## src/msf_pkg.sv

```systemverilog
package msf_pkg;
   // ==========================================================
   // register map
   localparam logic [7:0] MSF_OFS_FAN = 8'h22;
   localparam logic [7:0] MSF_OFS_MISC = 8'h23;
   localparam logic [7:0] MSF_OFS_PINS = 8'h24;
   localparam logic [7:0] MSF_RST_VAL = 8'h00;
   // ==========================================================
   // misc flag register bit positions
   localparam int MSF_B_INT_TEMP = 0;
   localparam int MSF_B_BATT = 1;
   localparam int MSF_B_ANALOG_EIGHT = 2;
   localparam int MSF_B_LIMIT_MODE = 3;
   localparam int MSF_B_AUTO_FAN = 4;
   localparam int MSF_B_UNUSED = 5;
   localparam int MSF_B_INTRUDE = 6;
   localparam int MSF_B_PIN16 = 7;
   // ==========================================================
   // pin configuration: each pin owns a bit pair, direction low, polarity high
   localparam int MSF_CFG_DIR_OFS = 0;
   localparam int MSF_CFG_POL_OFS = 1;
   localparam int MSF_PINS_PER_CFG = 4;
   // ==========================================================
   // one-cycle event pulses from the monitor core
   typedef struct packed {
      logic int_limit_on; // on-die thermal limit mode engaged
      logic int_limit_off; // on-die thermal limit mode disengaged
      logic any_limit_on; // any channel engaged thermal limit mode
      logic any_limit_off; // any channel disengaged thermal limit mode
      logic auto_fan_on; // automatic control switched fan on
      logic auto_fan_off; // automatic control switched fan off
      logic intrusion;      // chassis intrusion detected
   } msf_events_type;
   // limit comparison results of the finished conversion
   typedef struct packed {
      logic [7:0] fan_over;  // fan count above high limit, per channel
      logic int_temp_out;    // on-die temperature outside limits
      logic batt_out;        // battery voltage outside limits
      logic analog_eight_out; // analog input eight outside limits
   } msf_limits_type;
endpackage

```

## src/msf_status_flags.sv

```systemverilog
// What this block does
// - fan flag bit n is 1 when channel n count exceeded high limit last conversion
// - misc bit 0 is 1 when on-die temperature was outside limits last conversion
// - misc bit 0 set once when on-die thermal limit mode engages
// - misc bit 0 set once when on-die thermal limit mode disengages
// - misc bits 1 and 2 flag battery and analog input eight out of limits
// - misc bit 3 set once when any channel engages thermal limit mode
// - misc bit 3 set once when thermal limit mode disengages on any channel
// - misc bit 4 set once when automatic control switches the fan on
// - misc bit 4 set once when automatic control switches the fan off
// - misc bit 5 always reads zero
// - misc bit 6 latches a chassis intrusion event
// - misc bit 7 reports asserted state of pin sixteen when it is input
// - writing 1 to misc bit 7 asserts pin sixteen when it is output
// - each pin's asserted level follows its own polarity setting
// - low pin-state bit n reads 1 when input pin n is asserted
// - writing 1 to low pin-state bit n asserts output pin n
// - polarity of pins 0-3 and 4-7 from bits 1,3,5,7 of config one/two
// - all three flag registers are zero after power-on
// - pin state bits are writable only for pins configured as outputs
module msf_status_flags
   import msf_pkg::*;
(
   input wire logic i_clk,                  // 200 MHz system clock
   input wire logic i_rst_n,                // asynchronous reset, active low
   input wire logic i_conv_done,            // pulse: conversion cycle finished
   input wire msf_limits_type i_limits,     // comparison results, valid with i_conv_done
   input wire msf_events_type i_events,     // one-cycle event pulses
   input wire logic [7:0] i_pin_cfg_one,    // pin configuration for pins 0-3
   input wire logic [7:0] i_pin_cfg_two,    // pin configuration for pins 4-7
   input wire logic i_pin16_dir_out,        // pin sixteen configured as output
   input wire logic i_pin16_pol_high,       // pin sixteen active high
   input wire logic [7:0] i_pins,           // level seen on pins 0-7
   input wire logic i_pin16,                // level seen on pin sixteen
   input wire logic [7:0] i_addr,           // register offset
   input wire logic i_wr,                   // write strobe
   input wire logic [7:0] i_wdata,          // write data
   input wire logic i_rd,                   // read strobe
   output logic [7:0] o_rdata,              // read data, one cycle after i_rd
   output logic [7:0] o_pins,               // drive level for pins 0-7
   output logic [7:0] o_pins_oe,            // drive enable for pins 0-7
   output logic o_pin16,                    // drive level for pin sixteen
   output logic o_pin16_oe                  // drive enable for pin sixteen
);
   // ==========================================================
   // helpers
   // asserted means the pin sits at its polarity level
   function automatic logic asserted(input logic lvl, input logic pol_high);
      asserted = (lvl == pol_high);
   endfunction

   // pick direction or polarity bits of the two configuration bytes
   function automatic logic [7:0] cfg_bits(input logic [7:0] c1, input logic [7:0] c2,
                                           input int ofs);
      logic [7:0] r;
      r = 8'h00;
      for (int n = 0; n < MSF_PINS_PER_CFG; n++) begin
         r[n] = c1[2*n+ofs];
         r[n+MSF_PINS_PER_CFG] = c2[2*n+ofs];
      end
      cfg_bits = r;
   endfunction

   // ==========================================================
   // reset release
   logic rst_meta_q;
   logic rst_n;

   // release through two flops so the core never sees a ragged release
   always_ff @(posedge i_clk or negedge i_rst_n) begin
      if (!i_rst_n) begin
         rst_meta_q <= 1'b0;
         rst_n <= 1'b0;
      end else begin
         rst_meta_q <= 1'b1;
         rst_n <= rst_meta_q;
      end
   end

   // ==========================================================
   // flag state
   logic [7:0] fan_q, fan_d;
   logic int_lvl_q, int_lvl_d;
   logic batt_q, batt_d;
   logic analog_eight_q, analog_eight_d;
   logic int_ev_q, int_ev_d;
   logic lim_mode_q, lim_mode_d;
   logic auto_fan_q, auto_fan_d;
   logic intr_q, intr_d;
   logic pin16_q, pin16_d;
   logic [7:0] pins_q, pins_d;
   logic [7:0] rdata_q, rdata_d;
   logic [7:0] dir_out;
   logic [7:0] pol_high;
   logic [7:0] misc_val;
   logic rd_misc;
   logic wr_misc;
   logic wr_pins;

   assign dir_out = cfg_bits(i_pin_cfg_one, i_pin_cfg_two, MSF_CFG_DIR_OFS);
   assign pol_high = cfg_bits(i_pin_cfg_one, i_pin_cfg_two, MSF_CFG_POL_OFS);
   assign rd_misc = i_rd && (i_addr == MSF_OFS_MISC);
   assign wr_misc = i_wr && (i_addr == MSF_OFS_MISC);
   assign wr_pins = i_wr && (i_addr == MSF_OFS_PINS);

   // misc register image; bit 5 has no storage
   always_comb begin
      misc_val = MSF_RST_VAL;
      misc_val[MSF_B_INT_TEMP] = int_lvl_q | int_ev_q;
      misc_val[MSF_B_BATT] = batt_q;
      misc_val[MSF_B_ANALOG_EIGHT] = analog_eight_q;
      misc_val[MSF_B_LIMIT_MODE] = lim_mode_q;
      misc_val[MSF_B_AUTO_FAN] = auto_fan_q;
      misc_val[MSF_B_UNUSED] = 1'b0;
      misc_val[MSF_B_INTRUDE] = intr_q;
      misc_val[MSF_B_PIN16] = pin16_q;
   end

   // next values: limit levels follow each conversion, events stick until read
   always_comb begin
      fan_d = fan_q;
      int_lvl_d = int_lvl_q;
      batt_d = batt_q;
      analog_eight_d = analog_eight_q;
      if (i_conv_done) begin
         fan_d = i_limits.fan_over;
         int_lvl_d = i_limits.int_temp_out;
         batt_d = i_limits.batt_out;
         analog_eight_d = i_limits.analog_eight_out;
      end
      // a read clears the events, but an event in the same cycle wins
      int_ev_d = (int_ev_q && !rd_misc) || i_events.int_limit_on
                 || i_events.int_limit_off;
      lim_mode_d = (lim_mode_q && !rd_misc) || i_events.any_limit_on
                   || i_events.any_limit_off;
      auto_fan_d = (auto_fan_q && !rd_misc) || i_events.auto_fan_on
                   || i_events.auto_fan_off;
      intr_d = (intr_q && !rd_misc) || i_events.intrusion;
      // pin sixteen: input samples the pin, output holds the written value
      if (!i_pin16_dir_out) begin
         pin16_d = asserted(i_pin16, i_pin16_pol_high);
      end else if (wr_misc) begin
         pin16_d = i_wdata[MSF_B_PIN16];
      end else begin
         pin16_d = pin16_q;
      end
      // pins 0-7: writes land only on output pins
      for (int n = 0; n < 8; n++) begin
         if (!dir_out[n]) begin
            pins_d[n] = asserted(i_pins[n], pol_high[n]);
         end else if (wr_pins) begin
            pins_d[n] = i_wdata[n];
         end else begin
            pins_d[n] = pins_q[n];
         end
      end
      // read data
      rdata_d = rdata_q;
      if (i_rd) begin
         case (i_addr)
            MSF_OFS_FAN: rdata_d = fan_q;
            MSF_OFS_MISC: rdata_d = misc_val;
            MSF_OFS_PINS: rdata_d = pins_q;
            default: rdata_d = MSF_RST_VAL;
         endcase
      end
   end

   // all flags come up zero
   always_ff @(posedge i_clk or negedge rst_n) begin
      if (!rst_n) begin
         fan_q <= MSF_RST_VAL;
         int_lvl_q <= 1'b0;
         batt_q <= 1'b0;
         analog_eight_q <= 1'b0;
         int_ev_q <= 1'b0;
         lim_mode_q <= 1'b0;
         auto_fan_q <= 1'b0;
         intr_q <= 1'b0;
         pin16_q <= 1'b0;
         pins_q <= MSF_RST_VAL;
         rdata_q <= MSF_RST_VAL;
      end else begin
         fan_q <= fan_d;
         int_lvl_q <= int_lvl_d;
         batt_q <= batt_d;
         analog_eight_q <= analog_eight_d;
         int_ev_q <= int_ev_d;
         lim_mode_q <= lim_mode_d;
         auto_fan_q <= auto_fan_d;
         intr_q <= intr_d;
         pin16_q <= pin16_d;
         pins_q <= pins_d;
         rdata_q <= rdata_d;
      end
   end

   // ==========================================================
   // outputs
   // drive level maps the stored assert bit through the polarity
   assign o_rdata = rdata_q;
   assign o_pins = ~(pins_q ^ pol_high);
   assign o_pins_oe = dir_out;
   assign o_pin16 = (pin16_q == i_pin16_pol_high);
   assign o_pin16_oe = i_pin16_dir_out;

   // ==========================================================
   // checks
   property p_fan_update;
      @(posedge i_clk) disable iff (!rst_n)
      i_conv_done |=> fan_q == $past(i_limits.fan_over);
   endproperty
   a_fan_update: assert property (p_fan_update) else $error("fan flags not refreshed");

   property p_fan_hold;
      @(posedge i_clk) disable iff (!rst_n)
      !i_conv_done ##1 !i_conv_done |=> $stable(fan_q);
   endproperty
   a_fan_hold: assert property (p_fan_hold) else $error("fan flags moved");

   property p_int_level;
      @(posedge i_clk) disable iff (!rst_n)
      i_conv_done && i_limits.int_temp_out ##1 i_rd && i_addr == MSF_OFS_MISC
      |=> o_rdata[MSF_B_INT_TEMP];
   endproperty
   a_int_level: assert property (p_int_level) else $error("temp flag missing");

   property p_int_event;
      @(posedge i_clk) disable iff (!rst_n)
      (i_events.int_limit_on || i_events.int_limit_off) |=> int_ev_q;
   endproperty
   a_int_event: assert property (p_int_event) else $error("temp event lost");

   property p_int_off;
      @(posedge i_clk) disable iff (!rst_n)
      i_events.int_limit_off |=> int_ev_q;
   endproperty
   a_int_off: assert property (p_int_off) else $error("temp release lost");

   property p_mode_event;
      @(posedge i_clk) disable iff (!rst_n)
      (i_events.any_limit_on || i_events.any_limit_off) ##1 i_rd && i_addr == MSF_OFS_MISC
      |=> o_rdata[MSF_B_LIMIT_MODE];
   endproperty
   a_mode_event: assert property (p_mode_event) else $error("thermal event lost");

   property p_mode_off;
      @(posedge i_clk) disable iff (!rst_n)
      i_events.any_limit_off |=> lim_mode_q;
   endproperty
   a_mode_off: assert property (p_mode_off) else $error("thermal release lost");

   property p_fan_event;
      @(posedge i_clk) disable iff (!rst_n)
      (i_events.auto_fan_on || i_events.auto_fan_off) |=> auto_fan_q;
   endproperty
   a_fan_event: assert property (p_fan_event) else $error("fan event lost");

   property p_fan_off;
      @(posedge i_clk) disable iff (!rst_n)
      i_events.auto_fan_off |=> auto_fan_q;
   endproperty
   a_fan_off: assert property (p_fan_off) else $error("fan stop event lost");

   property p_clear_on_read;
      @(posedge i_clk) disable iff (!rst_n)
      rd_misc && !i_events.intrusion |=> !intr_q;
   endproperty
   a_clear_on_read: assert property (p_clear_on_read) else $error("intrusion not cleared");

   property p_unused_zero;
      @(posedge i_clk) disable iff (!rst_n)
      i_rd && i_addr == MSF_OFS_MISC |=> !o_rdata[MSF_B_UNUSED];
   endproperty
   a_unused_zero: assert property (p_unused_zero) else $error("unused bit set");

   property p_pin_input;
      @(posedge i_clk) disable iff (!rst_n)
      1'b1 |=> ((pins_q ^ ~($past(i_pins) ^ $past(pol_high))) & ~$past(dir_out)) == 8'h00;
   endproperty
   a_pin_input: assert property (p_pin_input) else $error("input pin state wrong");

   property p_pin_write;
      @(posedge i_clk) disable iff (!rst_n)
      wr_pins |=> ((pins_q ^ $past(i_wdata)) & $past(dir_out)) == 8'h00;
   endproperty
   a_pin_write: assert property (p_pin_write) else $error("output pin write lost");

   property p_pin16_drive;
      @(posedge i_clk) disable iff (!rst_n)
      i_pin16_dir_out && wr_misc ##1 i_pin16_dir_out && !wr_misc
      |-> o_pin16 == ($past(i_wdata[MSF_B_PIN16]) == i_pin16_pol_high);
   endproperty
   a_pin16_drive: assert property (p_pin16_drive) else $error("pin sixteen drive wrong");

   property p_pin16_input;
      @(posedge i_clk) disable iff (!rst_n)
      !i_pin16_dir_out |=> pin16_q == ($past(i_pin16) == $past(i_pin16_pol_high));
   endproperty
   a_pin16_input: assert property (p_pin16_input) else $error("pin16 input wrong");

   // voltage levels follow the conversion just like the fan flags
   property p_volt_update;
      @(posedge i_clk) disable iff (!rst_n)
      i_conv_done |=> batt_q == $past(i_limits.batt_out)
                      && analog_eight_q == $past(i_limits.analog_eight_out);
   endproperty
   a_volt_update: assert property (p_volt_update) else $error("voltage flags stale");

   // only a read may drop a latched intrusion
   property p_intrusion_hold;
      @(posedge i_clk) disable iff (!rst_n)
      intr_q && !rd_misc |=> intr_q;
   endproperty
   a_intrusion_hold: assert property (p_intrusion_hold) else $error("intrusion lost");
endmodule

```

## config.mk

```make
export PLATFORM = sky130hd
export DESIGN_NAME = msf_status_flags
export DESIGN_NICKNAME = d
export VERILOG_FILES = /design/src/msf_pkg.sv /design/src/msf_status_flags.sv
export SDC_FILE = /design/constraint.sdc
export NUM_CORES = 1
export LEC_CHECK = 0
export BUFFER_PORTS_ARGS = -buffer_cell sky130_fd_sc_hd__clkbuf_2
export CAP_MARGIN = 30
export CORE_MARGIN = 2
export CORE_UTILIZATION = 45
export CTS_CLUSTER_DIAMETER = 120
export DETAILED_ROUTE_END_ITERATION = 6
export PLACE_DENSITY = 0.78
export SLEW_MARGIN = 15
export SYNTH_ARGS = -nofsm -noshare
export SYNTH_HDL_FRONTEND = slang
export SYNTH_SLANG_ARGS = --single-unit
```

## constraint.sdc

```tcl
create_clock -name i_clk -period 2.4 [get_ports i_clk]
set_input_delay 0.36 -clock i_clk [delete_from_list [all_inputs] [get_ports i_clk]]
set_output_delay 0.36 -clock i_clk [all_outputs]
set_load 0.005 [all_outputs]
```

# After elaboration in Yosys (flattened, before gate mapping)
# Cells that the tools add are included.
# word_totals
register_bits	34
out_inout_bits	26
# classes
n_bitwise	3
muxes	19
reduce_logical	15
n_eq_ne	22
# op_table
cell	count
$eq A8 B6 Y1 const B	3
$pmux W8 S3	1
$mux W1	18
$ne A2 B1 Y1 const B	9
$eq A1 B1 Y1	10
$not A8 Y8	1
$xor A8 B8 Y8	1
$logic_and A1 B1 Y1	7
$logic_or A1 B1 Y1	7
$logic_not A1 Y1	1
$or A1 B1 Y1	1

# Longest topological paths before layout
# Gate-level depths: netlist of run 1.
# depth
word_depth	6
ltp_mapped	4

# Worst setup path before layout of run 1
# Ideal clock, no wire load.
# synth_path
path_kind	input to register
from	input port i_addr[7]
to	register pins_q[0]
t_arrival_ns	1.226
path_buffers	1
cell_stages	4
path_slack_ns	1.048
path_cell_list	nor4b_4 buf_6 a41oi_2 a311o_1
# synth_between
elab_chain_cells	3
# synth_rtl
item	line_no	source
start, declared	msf_status_flags.sv:35	input wire logic [7:0] i_addr,
$eq A8 B6 Y1	msf_status_flags.sv:104	assign wr_pins = i_wr && (i_addr == MSF_OFS_PINS);
$logic_and A1 B1 Y1	msf_status_flags.sv:104	
$ne A2 B1 Y1 (no source line)	--	
end signal, assigned	msf_status_flags.sv:193	pins_q <= pins_d;
end, declared	msf_status_flags.sv:91	logic [7:0] pins_q, pins_d;
# No other way between the ends.
# A chain may end at the register's enable or synchronous reset.

# Worst setup path in the final report of run 1
# layout_path
from	input port i_addr[7]
to	register pins_q[6]
# The elaborated chain is that of the path after synthesis.

==> results of run 1 <==
-- flip-flops by register name, indices dropped and copies added (netlist names) --
name,flops
fan_q,8
o_rdata,8
pins_q,8
analog_eight_q,1
auto_fan_q,1
batt_q,1
int_ev_q,1
int_lvl_q,1
intr_q,1
lim_mode_q,1
pin16_q,1
rst_meta_q,1
rst_n,1
-- metal layers --
layer	wire length (um)	part of all wire [%]	vias up
li1	-	-	783
met1	1822	41	779
met2	2302	51	60
met3	287	6.4	8
met4	75	1.7	0
met5	0	0	-
-- cells by family after synthesis --
logic type,synth area share (%)
AO/OA/AOI/OAI,17.49
XOR/XNOR,8.252
buffers and inverters,6.220
flip-flops,44.53
multiplexers,10.02
other,0.1963
AND/OR/NAND/NOR,13.29
-- final cells by class --
cell class,instances,area [um2]
Clock buffer,8,110.1
Fill cell,346,1598
Inverter,2,7.507
Multi-Input combinational cell,113,940.9
Sequential cell,34,850.8
Tap cell,50,62.56
Timing Repair Buffer,95,488.0
-- worst paths after layout --
path                             start          to  slack (ps)  cells past startpoint
hold reg to reg                  rst_n  auto_fan_q         160                      0
max in group asynchronous        rst_n  o_rdata[1]        1590                      1
setup reg to reg             int_lvl_q  o_rdata[0]        1210                      3
min in group i_clk         i_events[6]    int_ev_q         260                      2
hold / removal                   rst_n  auto_fan_q         160                      0
setup / recovery             i_addr[7]   pins_q[6]         960                      5
-- synth_stat cells, types with 2 or more instances --
library cell                 n  share of area [%]
sky130_fd_sc_hd__dfrtp_1    34                 45
sky130_fd_sc_hd__mux2_2     17                 10
sky130_fd_sc_hd__nand2_1    11                2.2
sky130_fd_sc_hd__buf_4       9                3.5
sky130_fd_sc_hd__xnor2_1     9                4.1
sky130_fd_sc_hd__xor2_1      9                4.1
sky130_fd_sc_hd__a311o_1     7                3.7
sky130_fd_sc_hd__nor2_1      7                1.4
sky130_fd_sc_hd__o2bb2ai_1   7                3.2
sky130_fd_sc_hd__a22oi_1     6                2.4
sky130_fd_sc_hd__a41oi_1     6                2.8
sky130_fd_sc_hd__buf_2       5                1.3
sky130_fd_sc_hd__a211o_1     3                1.4
sky130_fd_sc_hd__and3_1      3               0.98
sky130_fd_sc_hd__and4_1      2               0.92
sky130_fd_sc_hd__and4bb_2    2                1.3
sky130_fd_sc_hd__nand3_1     2               0.52
sky130_fd_sc_hd__nand3b_1    2               0.79
sky130_fd_sc_hd__o21ai_0     2               0.52
sky130_fd_sc_hd__or3_1       2               0.65
-- per-stage QoR --
stage	power [mW]	utilization [%]	instances	setup WS [ps]
floorplan	0.8038	-	166	1048
global route	1.476	60.62	302	911.3
detailed placement	0.9307	57.66	293	677.7
global placement	0.9219	57.66	293	728.4
CTS	1.415	60.62	302	973.1
finish	1.401	60.62	302	964.3
-- worst max-delay path: cells and delay by family --
family                 cells  cell delay (ps)
and+or+nand+nor            1              450
AOI/OAI and AO/OA          2              440
buffers and inverters      2              340
-- power groups by stage --
stage	Combinational, mW	Sequential [mW]	Clock, mW
after floorplan	0.150	0.654	0
after global placement	0.262	0.660	0
after detailed placement	0.270	0.661	0
after CTS	0.272	0.650	0.493
after global routing	0.296	0.656	0.524
final	0.269	0.650	0.482
-- repair_timing --
action | 4_1_cts | 5_1_grt
hold buffers | 1 | 0
endpoints found under the hold margin | 2 | 0
setup buffers | 0 | 0
==> metrics, run 1 <==
total of cells resized after clock tree synthesis=0; Die Span X=69.16 um; outcome=finished, final reports clean; worst hold margin=162.5 ps; Post-Syn Instances=166; Netlist cell types=41; deepest level of the CTS H-tree=2; Most used DFF post-synth=sky130_fd_sc_hd__dfrtp_1; number of sinks handled by clock tree synthesis=34; maxcap violations=0; commonest non-fill, non-tap cell in the layout=sky130_fd_sc_hd__clkbuf_2; GR met2 Demand/Resource=31.94%; signal arrival time at the worst endpoint=1590 ps; worst voltage drop across the vdd grid=0.4204 mV; CTS clk-pin slew, worst paths=70 ps; number of pins exceeding their max-slew limit in the final report=0; drt initial violations=91; RSZ-0062 raised after global routing=false; clock network fraction of design power=34.4%; Psw=348.2 uW; Hold Crit Class=reg -> async; Logic pwr share=19.2%; sequential-to-total area share from yosys stat=44.53%; Max clock buf depth=2; slowest CP cell=sky130_fd_sc_hd__nor4b_4; Synth Register Bits=34; final hold violations=0; port bufs=91; static leakage=1.167 nW; relative area change from synthesis to final layout=28.75%; category of the worst setup path capture point=flip-flop; Switching Share=24.86%; average footprint of a synthesized cell=11.51 um2; number of ports placed on the die boundary=92; largest net degree at the start of global routing=23; required time of the critical path=2560 ps; Core Footprint=4058 um2; starting density of the core=47.09%; final setup fails=0; Period Utilization, post-route=59.82%; aggregate routed wire length=4488 um; clk root buf=sky130_fd_sc_hd__clkbuf_8; worst skew pair latency=280 ps; fraction of synthesis flops using an asynchronous set or reset pin=100.0%; leftover overflow at the end of global routing=0; post-route cell area=2460 um2; post-route antenna net violation count=0; clock buffers created by TritonCTS=5; shortest clock period the worst path allows after layout=1436 ps; class of the most critical setup path=in -> reg; number of iterations in the first detailed-routing pass=4; antenna violations before repair=0; cell-internal power=1.052 mW; NumNets Final=317; syn_nets=232; post-route setup TNS=0 ps; area of the mapped netlist=1911 um2; placer's final routability congestion estimate=0.8176; number of synthesized flops with an enable pin=0; num rows=23; Placed Instance Area=2340 um2; met3 track demand over resource in global routing=5.702%; height of the die=69.16 um; commonest cells after routing, fill and taps aside=sky130_fd_sc_hd__clkbuf_2 (91), sky130_fd_sc_hd__dfrtp_1 (34), sky130_fd_sc_hd__mux2_2 (17), sky130_fd_sc_hd__nand2_1 (11); total number of vias=1,630; Global Route Usage Sum=19.51%; maximum net fanout on the critical path=7; clock tree from TritonCTS=built; worst path cell trace=clkbuf_2, nor4b_4, buf_4, a41oi_1, a311o_1; Sequential Power Share=46.4%; number of global-route vias before repair=1,644; global-route wire length before repair=7458 um; share of final-layout standard cells stronger than drive strength 1=50.79%; wire length per cell after detailed routing=14.86 um; Max Clock Freq=696.5 MHz; biggest cell delay along the critical path=450 ps; met1 demand-to-capacity share in global routing=24.11%; cell area power density=569.4 nW/um2; mean number of vias per cell=5.397; Post-DP HPWL=3629 um; synthesis warning total=0; DRC violation count after routing=0; die area=4783 um2; most used routing layer=met2; Max Clock Skew=5.958 ps; number of inserted diodes=0; type of origin of the critical path=primary input
Note: power is estimated with default switching activity, not from simulation.
==> run 2: changes to the inputs <==
--- a/config.mk
+++ b/config.mk
@@ -5,13 +5,14 @@
 export SDC_FILE = /design/constraint.sdc
 export NUM_CORES = 1
 export LEC_CHECK = 0
+export ABC_AREA = 1
 export BUFFER_PORTS_ARGS = -buffer_cell sky130_fd_sc_hd__clkbuf_2
 export CAP_MARGIN = 30
 export CORE_MARGIN = 2
-export CORE_UTILIZATION = 45
+export CORE_UTILIZATION = 42
 export CTS_CLUSTER_DIAMETER = 120
 export DETAILED_ROUTE_END_ITERATION = 6
-export PLACE_DENSITY = 0.78
+export PLACE_DENSITY = 0.77
 export SLEW_MARGIN = 15
 export SYNTH_ARGS = -nofsm -noshare
 export SYNTH_HDL_FRONTEND = slang
==> constraint.sdc (replaced) <==
create_clock -name i_clk -period 1.25 [get_ports i_clk]
set_input_delay 0.1875 -clock i_clk [delete_from_list [all_inputs] [get_ports i_clk]]
set_output_delay 0.1875 -clock i_clk [all_outputs]
set_load 0.005 [all_outputs]
==> metrics, run 2 <==
Netlist cell types=24 (-41%); Post-DP HPWL=3311 um (-8.8%); most instantiated library cell after synthesis=sky130_fd_sc_hd__nand2_1; top area cells in the synthesized netlist=sky130_fd_sc_hd__dfrtp_1 (44%), sky130_fd_sc_hd__nand2_1 (14%), sky130_fd_sc_hd__nand3_1 (10%); most instantiated cells after synthesis=sky130_fd_sc_hd__nand2_1 (72), sky130_fd_sc_hd__nand3_1 (39), sky130_fd_sc_hd__dfrtp_1 (34); aggregate routed wire length=4109 um (-8.4%); length in cells of the worst reg-to-reg path=5 (+2); relative area change from synthesis to final layout=29.48%; Die Span X=71.73 um (+3.7%); worst path cell trace=xnor2_1, clkbuf_2; commonest cells after routing, fill and taps aside=sky130_fd_sc_hd__clkbuf_2 (90), sky130_fd_sc_hd__nand2_1 (72), sky130_fd_sc_hd__nand3_1 (39), sky130_fd_sc_hd__dfrtp_1 (34), sky130_fd_sc_hd__mux2_2 (11); biggest cell delay along the critical path=420 ps (-30 ps); number of ports placed on the die boundary=92 (unchanged); Overall Power=2.508 mW (+79%); area used by multi-input combinational logic=934.6 um2 (-0.66%); required time of the critical path=1060 ps (-1500 ps); number of global-route vias before repair=1,605 (-2.4%); # placed instances=356 (+22%); area taken by flip-flops and latches=850.8 um2 (unchanged); Hold Crit Class=in -> reg; average footprint of a synthesized cell=8.602 um2 (-25%); Post-Syn Instances=224 (+35%); Max Clock Skew=7.273 ps (+1.316 ps); clock buffers created by TritonCTS=5 (unchanged); DRC violation count after routing=0 (unchanged); Max clock buf depth=2 (unchanged); final setup fails=0 (unchanged); number of synthesized flops with an enable pin=0 (unchanged); shortest clock period the worst path allows after layout=1187 ps; type of origin of the critical path=flip-flop; Most used DFF post-synth=sky130_fd_sc_hd__dfrtp_1; cell family with the largest share of critical-path delay=flip-flops; Levels on crit path=2 (-3); cell area power density=1005 nW/um2 (+77%); number of iterations in the first detailed-routing pass=4 (unchanged); port bufs=91 (unchanged); mean number of vias per cell=4.673 (-13%); number of pins exceeding their max-slew limit in the final report=0 (unchanged); NumNets Final=380 (+20%); antenna violations before repair=0 (unchanged); count of placed standard cells in the final layout, fillers left out=367 (+22%); maximum net fanout on the critical path=3 (-4); post-route setup TNS=0 ps (unchanged); final hold violations=0 (unchanged); number of inserted diodes=0 (unchanged); maxcap violations=0 (unchanged); class of the most critical setup path=reg -> out; Max Clock Freq=842.4 MHz; Placed Instance Area=2379 um2 (+1.7%); area of the mapped netlist=1927 um2 (+0.85%); clk root buf=sky130_fd_sc_hd__clkbuf_8; Period Utilization, post-route=94.97%; height of the die=71.73 um (+3.7%); worst skew pair latency=290 ps (about the same); share of the synthesized area in the top cell type=44.16% (-0.38 points); global-route wire length before repair=6893 um (-7.6%); commonest non-fill, non-tap cell in the layout=sky130_fd_sc_hd__clkbuf_2; WHS Path Cells=3; placer's final routability congestion estimate=0.7645 (-6.5%); number of fill cells=410 (+18%); die area=5145 um2 (+7.6%); fraction of synthesis flops using an asynchronous set or reset pin=100.0% (unchanged); largest net degree at the start of global routing=33 (+43%); leftover overflow at the end of global routing=0 (unchanged); synthesis warning total=0 (unchanged); sequential-to-total area share from yosys stat=44.16% (-0.38 points); worst path bufs/invs=1 (-1); Core Footprint=4384 um2 (+8.0%); number of sinks handled by clock tree synthesis=34 (unchanged); slowest CP cell=sky130_fd_sc_hd__dfrtp_1; drt initial violations=36 (-60%); CTS clk-pin slew, worst paths=60 ps (about the same); Synth Register Bits=34 (unchanged); syn_nets=290 (+25%); post-route antenna net violation count=0 (unchanged); post-synthesis cell type with the largest combined area=sky130_fd_sc_hd__dfrtp_1; clock tree from TritonCTS=built; worst voltage drop across the vdd grid=0.7979 mV (+90%); outcome=finished, final reports clean; category of the worst setup path capture point=output port; post-route cell area=2495 um2 (+1.4%); wire length per cell after detailed routing=11.20 um (-25%); static leakage=1.395 nW (+20%); total number of vias=1,715 (+5.2%); starting density of the core=43.95% (-3.1 points); deepest level of the CTS H-tree=2 (unchanged); signal arrival time at the worst endpoint=1000 ps (-590 ps); share of final-layout standard cells stronger than drive strength 1=40.63% (-10 points); Global Route Usage Sum=16.92% (-2.6 points); num rows=24 (+4.3%)
-- run 2: through the flow --
step / util [%] / hold WS, ps / worst slack [ps]
5_1_grt: 56.91 / 95.46 / -1.537
3_3_place_gp: 54.25 / -25.42 / 149.3
2_1_floorplan: - / -108.1 / 234.2
3_5_place_dp: 54.25 / -25.24 / 126.9
6_report: 56.91 / 94.12 / 62.85
4_1_cts: 56.56 / 87.11 / 35.63
-- run 2: cells by family (layout without fill, tap and decap cells) --
group	after synthesis	in the layout	share of synthesized area, %
xor gates and xnor gates	17	17	7.728
DFF	34	34	44.16
AOI/OAI and AO/OA	10	10	2.858
other	1	1	0.1946
and+or+nand+nor	127	127	31.30
muxes	11	11	6.429
buffers and inverters	24	115	7.338
-- run 2: layout make-up --
type,count,share of cell area (%)
Clock inverter,1,0.2006
Inverter,10,1.505
Clock buffer,7,3.460
Multi-Input combinational cell,166,37.46
Sequential cell,34,34.10
Tap cell,52,2.608
Timing Repair Buffer,97,20.66
-- run 2: metal layers --
layer  vias up  share of wire [%]  track usage [%]
li1        891                  -                -
met1       767                 43            21.60
met2        52                 49            28.60
met3         5                6.4            4.501
met4         0               0.88            4.403
met5         -                  0                0
-- run 2: timing repair --
item	CTS	global route
setup endpoints to repair	0	5
hold endpoints to repair	2	0
hold buffers	1	0
gates resized for setup	0	1
setup buffers	0	2
-- run 2: path summary, 6_finish.rpt --
check / startpoint / to / slack (ps)
worst min register to register: rst_n / o_rdata[1] / 240
worst min-delay path: i_events[5] / int_ev_q / 90
min in group asynchronous: i_rst_n / rst_meta_q / 220
worst max-delay path: pins_q[5] / o_pins[5] / 60
worst max register to register: int_lvl_q / o_rdata[0] / 230
max in group asynchronous: rst_n / fan_q[3] / 720
-- run 2: worst min-delay path: stages --
cell and delay [ps]:
sky130_fd_sc_hd__clkbuf_2 70, sky130_fd_sc_hd__nor2_1 30, sky130_fd_sc_hd__nand2_1 50
-- run 2: power breakdown --
part,internal [mW],switching (mW),total (mW)
Sequential,1.18,0.0590,1.23
Combinational,0.246,0.218,0.464
Clock,0.443,0.366,0.810
==> run 3: changes to the inputs <==
--- a/config.mk
+++ b/config.mk
@@ -8,11 +8,9 @@
 export ABC_AREA = 1
 export BUFFER_PORTS_ARGS = -buffer_cell sky130_fd_sc_hd__clkbuf_2
 export CAP_MARGIN = 30
-export CORE_MARGIN = 2
-export CORE_UTILIZATION = 42
+export CORE_UTILIZATION = 30
 export CTS_CLUSTER_DIAMETER = 120
 export DETAILED_ROUTE_END_ITERATION = 6
-export PLACE_DENSITY = 0.77
 export SLEW_MARGIN = 15
 export SYNTH_ARGS = -nofsm -noshare
 export SYNTH_HDL_FRONTEND = slang
==> metrics, run 3 (synthesis results as in run 2) <==
outcome=finished, final reports clean; deepest level of the CTS H-tree=2 (unchanged); relative area change from synthesis to final layout=34.74%; class of the most critical setup path=reg -> out; largest net degree at the start of global routing=33 (unchanged); aggregate routed wire length=4312 um (+4.9%); detailed-routed wire length on met3=385 um (+45%); category of the worst setup path capture point=output port; share of final-layout standard cells stronger than drive strength 1=43.17% (+2.5 points); post-route antenna net violation count=0 (unchanged); Post-DP HPWL=3425 um (+3.4%); CTS clk-pin slew, worst paths=70 ps (about the same); Max Clock Freq=846.1 MHz (+0.44%); Max Clock Skew=5.609 ps (-1.664 ps); total number of vias=1,764 (+2.9%); wire length per cell after detailed routing=10.86 um (-3.0%); antenna violations before repair=0 (unchanged); Met1 Routed Length=1890 um (+6.0%); num rows=28 (+17%); number of ports placed on the die boundary=92 (unchanged); shortest clock period the worst path allows after layout=1182 ps (-5.244 ps); cell area power density=993.4 nW/um2 (-1.2%); Placed Instance Area=2415 um2 (+1.5%); type of origin of the critical path=flip-flop; clk root buf=sky130_fd_sc_hd__clkbuf_8; port bufs=91 (unchanged); Die Span X=82.14 um (+15%); mean number of vias per cell=4.443 (-4.9%); number of inserted diodes=0 (unchanged); number of global-route vias before repair=1,668 (+3.9%); final setup fails=0 (unchanged); clock buffers created by TritonCTS=5 (unchanged); DRC violation count after routing=0 (unchanged); number of iterations in the first detailed-routing pass=4 (unchanged); post-route cell area=2596 um2 (+4.1%); required time of the critical path=1060 ps (about the same); minimum setup slack among reg-to-reg paths=220 ps (about the same); die area=6747 um2 (+31%); height of the die=82.14 um (+15%); static leakage=1.439 nW (+3.2%); Hold Crit Class=in -> reg; drt initial violations=106 (+190%); worst skew pair latency=290 ps (about the same); commonest non-fill, non-tap cell in the layout=sky130_fd_sc_hd__clkbuf_2; NumNets Final=387 (+1.8%); final core area utilization=42.84% (-14 points); Top Metal Used=met4; signal arrival time at the worst endpoint=990 ps (about the same); worst hold margin=82.07 ps (-12.05 ps); Core Footprint=6061 um2 (+38%); worst voltage drop across the vdd grid=0.3771 mV (-53%); Max clock buf depth=2 (unchanged); number of sinks handled by clock tree synthesis=34 (unchanged); final hold violations=0 (unchanged); RSZ-0062 raised after global routing=false; met2 wire len=2003 um (-0.99%); maxcap violations=0 (unchanged); post-route setup TNS=0 ps (unchanged); number of pins exceeding their max-slew limit in the final report=0 (unchanged); Global Route Usage Sum=14.35% (-2.6 points); global-route wire length before repair=7196 um (+4.4%); commonest cells after routing, fill and taps aside=sky130_fd_sc_hd__clkbuf_2 (91), sky130_fd_sc_hd__nand2_1 (72), sky130_fd_sc_hd__nand3_1 (39), sky130_fd_sc_hd__dfrtp_1 (33); leftover overflow at the end of global routing=0 (unchanged); Period Utilization, post-route=94.55% (-0.42 points); placer's final routability congestion estimate=0.7325 (-4.2%); clock tree from TritonCTS=built; starting density of the core=31.79% (-12 points); maximum net fanout on the critical path=3 (unchanged)
## run 3: per-layer routing
metal  GRT usage, %  vias up
li1               -      913
met1          16.55      783
met2          24.46       62
met3          5.714        6
met4          4.035        0
met5              0        -
## run 3: worst max-delay path, cell delays in order, from the launching register on
cell and delay [ps]:
sky130_fd_sc_hd__dfrtp_1 410, sky130_fd_sc_hd__xnor2_1 170, sky130_fd_sc_hd__clkbuf_2 130
## run 3: repair_timing
action                                 in CTS  in global routing
setup endpoints to repair                   0                  8
endpoints found under the hold margin       2                  0
resized for setup                           0                  3
hold buffers                                1                  0
setup buffers                               0                  8
## run 3: layout make-up
cell class | count | area, um2
clock buffer | 6 | 82.58
clock inverter | 2 | 12.51
fill | 634 | 3465
inverter | 10 | 37.54
multi-input combinational | 166 | 949.7
sequential | 34 | 852.1
tap | 75 | 93.84
timing repair buffer | 104 | 568.0
## run 3: worst paths after layout
kind	start	to	depth (start not counted)
max	pins_q[7]	o_pins[7]	2
min	i_events[0]	intr_q	2
max reg2reg	int_lvl_q	o_rdata[0]	5
min reg2reg	rst_n	fan_q[1]	1
max in group asynchronous	rst_n	pins_q[2]	1
min in group asynchronous	i_rst_n	rst_meta_q	2
## run 3: through the flow
| step | setup WS, ps | instances | power, mW |
|---|---|---|---|
| 2_1_floorplan | 234.2 | 224 | 1.489 |
| 3_3_place_gp | 111.8 | 380 | 1.705 |
| 3_5_place_dp | 106.3 | 380 | 1.713 |
| 4_1_cts | 25.13 | 389 | 2.573 |
| 5_1_grt | 4.804 | 397 | 2.760 |
| 6_report | 68.09 | 397 | 2.579 |
## run 3: power by group
part / leakage (nW) / switching (mW) / internal [mW]
sequential: 0.409 / 0.0563 / 1.18
clock: 0.0472 / 0.400 / 0.442
combinational: 0.983 / 0.227 / 0.279
